## src/pmt_pkg.sv

```systemverilog
// package: register map, field layout and reset values of the period match timer
package pmt_pkg;
    // register byte offsets (word aligned)
    localparam logic [7:0] PMT_OFF_COUNT = 8'h00;
    localparam logic [7:0] PMT_OFF_PERIOD = 8'h04;
    localparam logic [7:0] PMT_OFF_CONTROL = 8'h08;
    localparam logic [7:0] PMT_OFF_IRQ_STATUS = 8'h0C;
    localparam logic [7:0] PMT_OFF_IRQ_ENABLE = 8'h10;
    localparam logic [7:0] PMT_OFF_IRQ_CLEAR = 8'h14;
    localparam logic [7:0] PMT_OFF_IRQ_PRIORITY = 8'h18;
    // control field positions
    localparam int PMT_CTL_PRE_LSB = 0;
    localparam int PMT_CTL_RUN_BIT = 2;
    localparam int PMT_CTL_POST_LSB = 3;
    localparam logic [7:0] PMT_CTL_MASK = 8'h7F;
    // status bit of the match event
    localparam int PMT_IRQ_MATCH_BIT = 1;
    localparam logic [7:0] PMT_IRQ_MASK = 8'h02;
    // reset values
    localparam logic [7:0] PMT_RST_COUNT = 8'h00;
    localparam logic [7:0] PMT_RST_PERIOD = 8'hFF;
    localparam logic [7:0] PMT_RST_CONTROL = 8'h00;
    localparam logic [7:0] PMT_RST_IRQ = 8'h00;
    // prescale ratios, as terminal counts
    localparam logic [3:0] PMT_PRE_DIV1_LAST = 4'h0;
    localparam logic [3:0] PMT_PRE_DIV4_LAST = 4'h3;
    localparam logic [3:0] PMT_PRE_DIV16_LAST = 4'hF;
    // bus responses
    localparam logic [1:0] PMT_RESP_OKAY = 2'h0;
    localparam logic [1:0] PMT_RESP_SLVERR = 2'h2;
endpackage

```

## src/pmt_prescaler.sv

```systemverilog
// file: input prescaler producing a one-cycle tick at 1, 4 or 16 cycles
module pmt_prescaler
    import pmt_pkg::*;
(
    input wire logic core_clk,
    input wire logic rst,
    input wire logic clear,
    input wire logic run,
    input wire logic [1:0] select,
    output logic tick
);
    logic [3:0] cnt_r;
    logic [3:0] cnt_nxt;
    logic [3:0] last;

    // -------------------------------------------------------------
    // ratio decode
    // -------------------------------------------------------------
    // 1x means divide by 16 regardless of bit 0
    assign last = select[1] ? PMT_PRE_DIV16_LAST :
                  (select[0] ? PMT_PRE_DIV4_LAST : PMT_PRE_DIV1_LAST);
    assign tick = run && !clear && (cnt_r >= last);
    assign cnt_nxt = tick ? 4'h0 : cnt_r + 4'h1;

    // count only while running; clear wins
    always_ff @(posedge core_clk or posedge rst) begin
        if (rst) begin
            cnt_r <= 4'h0;
        end else if (clear) begin
            cnt_r <= 4'h0;
        end else if (run) begin
            cnt_r <= cnt_nxt;
        end
    end
endmodule

```

## src/pmt_timer.sv

```systemverilog
// file: period match timer with axi4-lite register slave and interrupt
//
// Summary of operation
// - count rises from zero to the period value, then wraps to zero.
// - reset loads the period register with all ones.
// - prescaler divides core clock by 1, 4 or 16 from a 2-bit field.
// - postscaler field n counts n+1 matches per flag event.
// - postscaler terminal count sets the sticky match flag.
// - count or control writes and reset clear prescaler and postscaler.
// - a control write leaves the count value unchanged.
// - count resets to zero and is readable and writable.
// - control bit 2 runs the timer when set, stops it when clear.
// - period is writable any time; new value used for later matches.
// - raw match pulse before postscaler goes to the serial port.
// - count and match pulse are exported as the pwm time base.
// - control bit 7 reads zero and ignores writes.
module pmt_timer
    import pmt_pkg::*;
(
    input wire logic core_clk,
    input wire logic rst,
    input wire logic [7:0] s_axi_awaddr,
    input wire logic s_axi_awvalid,
    output logic s_axi_awready,
    input wire logic [31:0] s_axi_wdata,
    input wire logic [3:0] s_axi_wstrb,
    input wire logic s_axi_wvalid,
    output logic s_axi_wready,
    output logic [1:0] s_axi_bresp,
    output logic s_axi_bvalid,
    input wire logic s_axi_bready,
    input wire logic [7:0] s_axi_araddr,
    input wire logic s_axi_arvalid,
    output logic s_axi_arready,
    output logic [31:0] s_axi_rdata,
    output logic [1:0] s_axi_rresp,
    output logic s_axi_rvalid,
    input wire logic s_axi_rready,
    output logic irq,
    output logic irq_priority,
    output logic sync_serial_port_shift_tick,
    output logic [7:0] pwm_time_base_count,
    output logic pwm_time_base_match
);
    // -------------------------------------------------------------
    // registers
    // -------------------------------------------------------------
    logic [7:0] period_timer_count_r;
    logic [7:0] period_compare_value_r;
    logic [7:0] period_timer_control_r;
    logic [7:0] peripheral_irq_flags_one_r;
    logic [7:0] peripheral_irq_enables_one_r;
    logic [7:0] peripheral_irq_priority_one_r;
    logic [3:0] post_cnt_r;
    logic [7:0] aw_addr_r;
    logic aw_have_r;
    logic [31:0] w_data_r;
    logic w_have_r;
    logic bvalid_r;
    logic [1:0] bresp_r;
    logic rvalid_r;
    logic [31:0] rdata_r;
    logic [1:0] rresp_r;

    // -------------------------------------------------------------
    // write channel: address and data in either order
    // -------------------------------------------------------------
    logic wr_fire;
    logic [7:0] wr_addr;
    logic [31:0] wr_data;
    logic wr_byte0;
    logic wr_count;
    logic wr_period;
    logic wr_control;
    logic wr_enable;
    logic wr_clear;
    logic wr_prio;
    logic wr_mapped;
    logic wstrb_lane0;

    assign s_axi_awready = !aw_have_r && !bvalid_r;
    assign s_axi_wready = !w_have_r && !bvalid_r;
    assign wr_addr = aw_have_r ? aw_addr_r : s_axi_awaddr;
    assign wr_data = w_have_r ? w_data_r : s_axi_wdata;
    // fires in the cycle both halves are present
    assign wr_fire = !bvalid_r
                     && (aw_have_r || s_axi_awvalid)
                     && (w_have_r || s_axi_wvalid);
    // only byte lane 0 carries register data
    assign wr_byte0 = wr_fire && wstrb_lane0;
    assign wr_count = wr_byte0 && (wr_addr == PMT_OFF_COUNT);
    assign wr_period = wr_byte0 && (wr_addr == PMT_OFF_PERIOD);
    assign wr_control = wr_byte0 && (wr_addr == PMT_OFF_CONTROL);
    assign wr_enable = wr_byte0 && (wr_addr == PMT_OFF_IRQ_ENABLE);
    assign wr_clear = wr_byte0 && (wr_addr == PMT_OFF_IRQ_CLEAR);
    assign wr_prio = wr_byte0 && (wr_addr == PMT_OFF_IRQ_PRIORITY);
    assign wr_mapped = is_mapped(wr_addr);

    // strobe of lane 0, held or live; a named wire, not a function
    // without arguments, so a change of the held strobe is seen
    logic [3:0] w_strb_r;
    assign wstrb_lane0 = w_have_r ? w_strb_r[0] : s_axi_wstrb[0];

    // address decode shared by reads and writes
    function automatic logic is_mapped(input logic [7:0] a);
        return (a == PMT_OFF_COUNT) || (a == PMT_OFF_PERIOD)
            || (a == PMT_OFF_CONTROL) || (a == PMT_OFF_IRQ_STATUS)
            || (a == PMT_OFF_IRQ_ENABLE) || (a == PMT_OFF_IRQ_CLEAR)
            || (a == PMT_OFF_IRQ_PRIORITY);
    endfunction

    // hold whichever half arrives first
    always_ff @(posedge core_clk or posedge rst) begin
        if (rst) begin
            aw_have_r <= 1'b0;
            aw_addr_r <= 8'h00;
            w_have_r <= 1'b0;
            w_data_r <= 32'h0000_0000;
            w_strb_r <= 4'h0;
        end else if (wr_fire) begin
            aw_have_r <= 1'b0;
            w_have_r <= 1'b0;
        end else begin
            if (s_axi_awvalid && s_axi_awready) begin
                aw_have_r <= 1'b1;
                aw_addr_r <= s_axi_awaddr;
            end
            if (s_axi_wvalid && s_axi_wready) begin
                w_have_r <= 1'b1;
                w_data_r <= s_axi_wdata;
                w_strb_r <= s_axi_wstrb;
            end
        end
    end

    // write response, unmapped addresses answer slverr
    always_ff @(posedge core_clk or posedge rst) begin
        if (rst) begin
            bvalid_r <= 1'b0;
            bresp_r <= PMT_RESP_OKAY;
        end else if (wr_fire) begin
            bvalid_r <= 1'b1;
            bresp_r <= wr_mapped ? PMT_RESP_OKAY : PMT_RESP_SLVERR;
        end else if (s_axi_bready) begin
            bvalid_r <= 1'b0;
        end
    end
    assign s_axi_bvalid = bvalid_r;
    assign s_axi_bresp = bresp_r;

    // -------------------------------------------------------------
    // timer core
    // -------------------------------------------------------------
    logic run;
    logic pre_tick;
    logic scaler_clear;
    logic match;
    logic post_done;
    logic [7:0] count_nxt;

    assign run = period_timer_control_r[PMT_CTL_RUN_BIT];
    assign scaler_clear = wr_count || wr_control;
    // match is the increment at which count equals period
    assign match = pre_tick && (period_timer_count_r
                                == period_compare_value_r);
    assign post_done = match && (post_cnt_r == period_timer_control_r[6:3]);
    assign count_nxt = match ? 8'h00 : period_timer_count_r + 8'h01;

    pmt_prescaler u_pre (
        .core_clk(core_clk),
        .rst(rst),
        .clear(scaler_clear),
        .run(run),
        .select(period_timer_control_r[1:0]),
        .tick(pre_tick)
    );

    // count: software write wins, control write leaves it alone
    always_ff @(posedge core_clk or posedge rst) begin
        if (rst) begin
            period_timer_count_r <= PMT_RST_COUNT;
        end else if (wr_count) begin
            period_timer_count_r <= wr_data[7:0];
        end else if (pre_tick) begin
            period_timer_count_r <= count_nxt;
        end
    end

    // postscaler counts matches; clears with the prescaler
    always_ff @(posedge core_clk or posedge rst) begin
        if (rst) begin
            post_cnt_r <= 4'h0;
        end else if (scaler_clear) begin
            post_cnt_r <= 4'h0;
        end else if (match) begin
            post_cnt_r <= post_done ? 4'h0 : post_cnt_r + 4'h1;
        end
    end

    // period and control registers
    always_ff @(posedge core_clk or posedge rst) begin
        if (rst) begin
            period_compare_value_r <= PMT_RST_PERIOD;
            period_timer_control_r <= PMT_RST_CONTROL;
        end else begin
            if (wr_period) begin
                period_compare_value_r <= wr_data[7:0];
            end
            if (wr_control) begin
                // bit 7 not implemented
                period_timer_control_r <= wr_data[7:0] & PMT_CTL_MASK;
            end
        end
    end

    // -------------------------------------------------------------
    // interrupt: sticky flag, set beats clear
    // -------------------------------------------------------------
    logic [7:0] flag_set;
    logic [7:0] flag_clr;
    assign flag_set = post_done ? PMT_IRQ_MASK : 8'h00;
    assign flag_clr = wr_clear ? (wr_data[7:0] & PMT_IRQ_MASK) : 8'h00;

    always_ff @(posedge core_clk or posedge rst) begin
        if (rst) begin
            peripheral_irq_flags_one_r <= PMT_RST_IRQ;
            peripheral_irq_enables_one_r <= PMT_RST_IRQ;
            peripheral_irq_priority_one_r <= PMT_RST_IRQ;
        end else begin
            peripheral_irq_flags_one_r <= (peripheral_irq_flags_one_r
                & ~flag_clr) | flag_set;
            if (wr_enable) begin
                peripheral_irq_enables_one_r <= wr_data[7:0] & PMT_IRQ_MASK;
            end
            if (wr_prio) begin
                peripheral_irq_priority_one_r <= wr_data[7:0] & PMT_IRQ_MASK;
            end
        end
    end
    assign irq = |(peripheral_irq_flags_one_r & peripheral_irq_enables_one_r);
    assign irq_priority = peripheral_irq_priority_one_r[PMT_IRQ_MATCH_BIT];

    // exported match pulses and count for the serial port and pwm units
    assign sync_serial_port_shift_tick = match;
    assign pwm_time_base_match = match;
    assign pwm_time_base_count = period_timer_count_r;

    // -------------------------------------------------------------
    // read channel
    // -------------------------------------------------------------
    logic [7:0] rd_byte;
    assign s_axi_arready = !rvalid_r;
    // clear register is write-only and reads zero
    assign rd_byte =
        (s_axi_araddr == PMT_OFF_COUNT) ? period_timer_count_r :
        (s_axi_araddr == PMT_OFF_PERIOD) ? period_compare_value_r :
        (s_axi_araddr == PMT_OFF_CONTROL) ? period_timer_control_r :
        (s_axi_araddr == PMT_OFF_IRQ_STATUS) ? peripheral_irq_flags_one_r :
        (s_axi_araddr == PMT_OFF_IRQ_ENABLE) ? peripheral_irq_enables_one_r :
        (s_axi_araddr == PMT_OFF_IRQ_PRIORITY) ?
            peripheral_irq_priority_one_r : 8'h00;

    always_ff @(posedge core_clk or posedge rst) begin
        if (rst) begin
            rvalid_r <= 1'b0;
            rdata_r <= 32'h0000_0000;
            rresp_r <= PMT_RESP_OKAY;
        end else if (s_axi_arvalid && s_axi_arready) begin
            rvalid_r <= 1'b1;
            rdata_r <= {24'h00_0000, rd_byte};
            rresp_r <= is_mapped(s_axi_araddr) ? PMT_RESP_OKAY
                                               : PMT_RESP_SLVERR;
        end else if (s_axi_rready) begin
            rvalid_r <= 1'b0;
        end
    end
    assign s_axi_rvalid = rvalid_r;
    assign s_axi_rdata = rdata_r;
    assign s_axi_rresp = rresp_r;
endmodule

```

## config.mk

```make
export PLATFORM = sky130hd
export DESIGN_NAME = pmt_timer
export DESIGN_NICKNAME = d
export VERILOG_FILES = /design/src/pmt_pkg.sv /design/src/pmt_prescaler.sv /design/src/pmt_timer.sv
export SDC_FILE = /design/constraint.sdc
export NUM_CORES = 1
export LEC_CHECK = 0
export BUFFER_PORTS_ARGS = -buffer_cell sky130_fd_sc_hd__buf_2
export CAP_MARGIN = 25
export CELL_PAD_IN_SITES_DETAIL_PLACEMENT = 1
export CELL_PAD_IN_SITES_GLOBAL_PLACEMENT = 1
export CORE_UTILIZATION = 35
export CTS_CLUSTER_SIZE = 8
export DETAILED_ROUTE_END_ITERATION = 16
export GPL_TIMING_DRIVEN = 0
export PLACE_DENSITY = 0.69
export SLEW_MARGIN = 30
export SYNTH_ARGS = -nofsm -noshare
export SYNTH_HDL_FRONTEND = slang
export SYNTH_HIERARCHICAL = 1
export SYNTH_SLANG_ARGS = --single-unit
```

## constraint.sdc

```tcl
create_clock -name core_clk -period 4.4 [get_ports core_clk]
set_input_delay 1.1 -clock core_clk [delete_from_list [all_inputs] [get_ports core_clk]]
set_output_delay 1.1 -clock core_clk [all_outputs]
set_load 0.01 [all_outputs]
```

[After elaboration in Yosys (flattened, before gate mapping)]
Cells that the tools add are included.
Storage, ports and cells
  register bits after elaboration: 74
  output and inout bits: 53
  input bits: 59
  logic and storage cells: 123
Operators by class
  add/subtract/negate cells: 3
  $lt $le $gt $ge: 1
  eq/ne operators: 14
  reductions and logical operators: 50
  muxes and demuxes: 32
  bitwise gates (word level): 5
Operator list (count)
  $mux 8: 9
  $eq 8x5->1 const B: 6
  $eq 8x4->1 const B: 4
  $mux 4: 7
  $logic_and 1x1->1: 18
  $eq 8x3->1 const B: 2
  $logic_not 8->1: 2
  $logic_or 1x1->1: 15
  $mux 2: 7
  $reduce_bool 2->1: 7
  $mux 1: 9
  $add 4x1->4 const B: 2
  $add 8x1->8 const B: 1
  $and 8x2->8: 1
  $and 8x8->8: 1
  $eq 8x8->1: 1
  $not 2->8: 1
  $or 8x2->8: 1
  $reduce_or 8->1: 1
  $logic_not 1->1: 5
  $eq 4x4->1: 1
  $ge 4x4->1: 1
  $reduce_and 2->1: 2
  $not 1->1: 1

[Logic depth before layout (Yosys ltp)]
  depth after elaboration: 14
  mapped depth: 12
  depth with buffers taken out: 10

[Hierarchy]
The synthesis kept the hierarchy.
By module, submodules not included
  pmt_timer: seq. area each 1536.5 um^2, area each 3340.7 um^2, cells an instance 302, instances 1
  pmt_prescaler: seq. area each 100.1 um^2, area each 351.6 um^2, cells an instance 37, instances 1

[Worst setup path after synthesis]
Ideal clock, no wire load.
  kind: input to output
  start: in s_axi_awaddr[4]
  end: out sync_serial_port_shift_tick
  required time: 3300 ps
  buffers on the path: 2
  path slack: 189 ps
  arrival time: 3111 ps
  cell stages on the path: 8
  path through: mux2_2 -> o21bai_1 -> nor2_1 -> nor4b_1 -> clkbuf_1 -> nand4_1 -> nor3_2 -> buf_4
Between the ends
  cells in the longest elaborated chain, start to end: 8
  elaborated cells on any way between the ends: 10
  classes of those cells: 1 x eq/ne; 1 x mux; 8 x reduce/logical
Ends and longest elaborated chain
  start, declared: line pmt_timer.sv:22  | input wire logic [7:0] s_axi_awaddr,
  $mux 8 (*): line pmt_timer.sv:83  | assign wr_addr = aw_have_r ? aw_addr_r : s_axi_awaddr;
  $eq 8x4->1 or $logic_not 8->1 (tied branches): line pmt_timer.sv:93, pmt_timer.sv:91
  $logic_and 1x1->1 (on tied branches): line pmt_timer.sv:93, pmt_timer.sv:91
  $logic_or 1x1->1 (*): line pmt_timer.sv:162  | assign scaler_clear = wr_count || wr_control;
  named net scaler_clear: line pmt_timer.sv:156  | logic scaler_clear;
  $logic_not 1->1 (*): line pmt_prescaler.sv:22  | assign tick = run && !clear && (cnt_r >= last);
  $logic_and 1x1->1 (*) (2 in a row): line pmt_prescaler.sv:22
  named net pre_tick: line pmt_timer.sv:155  | logic pre_tick;
  $logic_and 1x1->1 (*): line pmt_timer.sv:164  | assign match = pre_tick && (period_timer_count_r
  end, declared: line pmt_timer.sv:41  | output logic sync_serial_port_shift_tick,
Mark *: on every way through the listed nets, which the timed path passes. The rest lies on a longest branch.

[Worst setup path in the final report]
  start: in s_axi_awaddr[7]
  end: out sync_serial_port_shift_tick
The elaborated chain is that of the path after synthesis.

==> flow_metrics.tcl <==
set metrics [dict create \
    status "finished clean" \
    dieArea_um2 11000 \
    worst_pin_slew_ps 714 \
    rsz0062_at_grt "no" \
    cts_buffer_depth 2 \
    core.rowCount 37 \
    drive_above_1_share 0.413 \
    ys_seq_area_frac 0.443 \
    root_buffer "clkbuf_8" \
    vias 2819 \
    antenna_left 0 \
    met2_usage 0.296 \
    design_area_um2 4550 \
    yosys_register_bits 65 \
    relSlewSlack 0.523 \
    rrSetupSlack_ps 1330 \
    diodes 0 \
    dpl-instance-area_um2 4280 \
    slowest_delay_ps 550 \
    instances_no_fill 577 \
    clkPwrFrac 0.261 \
    arrival_ps 3170 \
    die_width_um 105 \
    slew_violations 0 \
    p_int_w 0.00143 \
    grt_max_degree 46 \
    drt-total-wl_um 8830 \
    drt_iter0_drc 69 \
    synth_top_area_frac 0.386 \
    dieHeight_um 105 \
    yosys_warnings 6 \
    cts_buffers 9 \
    viasPerCell 4.89 \
    htreeDepth 3 \
    port_buffers 58 \
    initial_core_util 0.359 \
    reg2reg_depth 11 \
    comb_power_share 0.333 \
    overflow 0 \
    required_ps 3300 \
    firstDrtPassIters 4 \
    startpoint_type "input pin" \
    switching_power_w 0.000764 \
    powerDensity_nw_per_um2 483 \
    min_to "s_axi_rdata[1]" \
    grtUsageMet3 0.0337 \
    grt_pass1_vias 3074 \
    worst_r2r_startpoint "period_timer_control_r[0]" \
    gp_congestion 0.759 \
    netlist_instances 339 \
    drc_errors 0 \
    dp_hpwl_um 6670 \
    pwr-share-seq 0.406 \
    finalCritPeriodShare 0.971 \
    finalSetupTns_ps 0 \
    grt_pass1_wl_um 15200 \
    synthFlopType "dfrtp_1" \
    grt_usage 0.177 \
    p_leak_nw 2.10 \
    core-area_um2 10300 \
    r2r_end "pwm_time_base_count[3]" \
    critical_path_class "input pin to primary output" \
    crit_path_top_delay_cell "or4_4" \
    period_needed_ps 4270 \
    async_reset_ff_frac 1.00 \
    netlist_top_cells_count "dfrtp_1, mux2_2, buf_4, nand2_1, nor2_1" \
    avgSynthCellArea_um2 10.9 \
    min_path_type "register to register" \
    design_power_total_w 0.00220 \
    synth_edf_count 0 \
    holdWs_ps 482 \
    area_growth_syn_to_layout_pct 23.1 \
    finalHoldViolCount 0 \
    crit_fanout 9 \
    synth.area.top_cells "dfrtp_1, mux2_2, dfstp_2" \
    antenna_found_initial 0 \
    synth_largest_area_cell "dfrtp_1" \
    cts.sinks 65 \
    io_pins 112 \
    finalNetCount 502 \
    clk_latency_ps 360 \
    max_freq_mhz 234 \
    crit_chain "buf_2 > or4_4 > a21oi_4 > nand2_1 > nor2_4 > nor4b_2 > buf_4 > nand4_1 > nor3_4 > buf_4 > buf_2" \
    wl_per_cell_um 15.3 \
    hp-start "s_axi_rdata[1]" \
    grtUsageMet1 0.222 \
    busiest_layer "met2" \
    vdd_drop_max_mv 0.274 \
    yosysMostFrequentCell "dfrtp_1" \
    clk_transition_reported_paths_ps 70 \
    finalSetupViolCount 0 \
    cp-end-kind "primary output" \
    whs_path_depth 2 \
    dp.cells 559 \
    clock_skew_ps 12.3 \
    drv_cap 0 \
    sw_frac_of_total 0.348 \
    synth.distinct_cells 49 \
    cts_tree "done" \
    synthesis.area_um2 3690 \
]
state kept, by name (all words and copies together) (netlist names):
name                           flops
s_axi_rresp                        1
s_axi_rdata                        8
aw_addr_r                          8
aw_have_r                          1
period_timer_control_r             7
s_axi_rvalid                       1
u_pre/cnt_r                        4
w_strb_r                           1
post_cnt_r                         4
w_data_r                           8
s_axi_bresp                        1
peripheral_irq_priority_one_r      1
peripheral_irq_flags_one_r         1
peripheral_irq_enables_one_r       1
period_compare_value_r             8
s_axi_bvalid                       1
w_have_r                           1
pwm_time_base_count                8
placed cells by master, fill, tap and decap left out, drive strengths merged, types with 4 or more instances in the layout:
| cell | instances |
|---|---|
| a22oi | 7 |
| clkbuf | 14 |
| nand4 | 5 |
| nand2b | 5 |
| inv | 11 |
| dfstp | 8 |
| nor2 | 23 |
| a21oi | 9 |
| ha | 7 |
| o21ai | 19 |
| nand2 | 23 |
| o211ai | 4 |
| mux2 | 52 |
| buf | 91 |
| nor4b | 4 |
| conb | 26 |
| mux2i | 7 |
| nand3 | 8 |
| nor3 | 5 |
| o31ai | 6 |
| dfrtp | 57 |
| xnor2 | 15 |
power by group through the flow:
stage / Sequential (W) / Clock [W] / Combinational, W
after global routing: 0.000918 / 0.000615 / 0.000816
after CTS: 0.000893 / 0.000587 / 0.000739
final: 0.000891 / 0.000573 / 0.000731
after global placement: 0.000892 / 0 / 0.000697
after floorplan: 0.000874 / 0 / 0.000539
after detailed placement: 0.000905 / 0 / 0.000728
what timing repair did:
item                                    in CTS  in global routing
gates resized for setup                      3                  5
pin swaps                                    2                  1
hold buffers                                 0                  0
endpoints found under the setup margin       2                  2
buffers inserted                             2                  0
area by class of cell:
class / instances / area (um^2)
clock buffers: 10 / 128
inverters: 10 / 40.0
flip-flops and latches: 65 / 1640
repair buffers: 61 / 333
plain buffers: 34 / 234
fillers: 1198 / 5730
clock inverters: 6 / 91.3
well taps: 136 / 170
multi-input cells: 255 / 1910
critical path, delay by kind of cell:
| family | cells | cell delay (ps) |
|---|---|---|
| buf+inv | 4 | 560 |
| compound gates | 1 | 210 |
| simple gates | 6 | 1300 |
stage by stage:
step	setup WS (ps)	util
6_report	128	0.442
5_1_grt	31.1	0.442
4_1_cts	5.13	0.441
3_5_place_dp	-742	0.417
3_3_place_gp	-724	0.413
2_1_floorplan	189	-
metal layers:
metal,vias up,part of all wire
met5,-,0
met4,0,0.018
met3,11,0.044
met2,71,0.48
met1,1389,0.46
li1,1348,-
worst max path at each step:
stage / cells after the start / slack [ps] / start / endpoint
after CTS: 10 / 5 / s_axi_awaddr[4] / sync_serial_port_shift_tick
final: 11 / 130 / s_axi_awaddr[7] / sync_serial_port_shift_tick
after detailed placement: 10 / -740 / s_axi_awaddr[4] / sync_serial_port_shift_tick
after floorplan: 8 / 190 / s_axi_awaddr[4] / sync_serial_port_shift_tick
after global routing: 11 / 30 / s_axi_awaddr[7] / sync_serial_port_shift_tick
after global placement: 10 / -720 / s_axi_awaddr[4] / sync_serial_port_shift_tick
kinds of logic (layout without fill, tap and decap cells):
family,after synthesis,count (layout),share of synthesized area
adder cells (fa/ha/maj),7,7,0.0237
XOR/XNOR,18,18,0.0427
multiplexers,60,60,0.184
buffers and inverters,44,121,0.0725
other,1,26,0.00102
flip-flops,65,65,0.443
AO/OA/AOI/OAI,55,55,0.100
AND/OR/NAND/NOR,89,89,0.133
No activity file was read; power rests on OpenSTA's default activity.
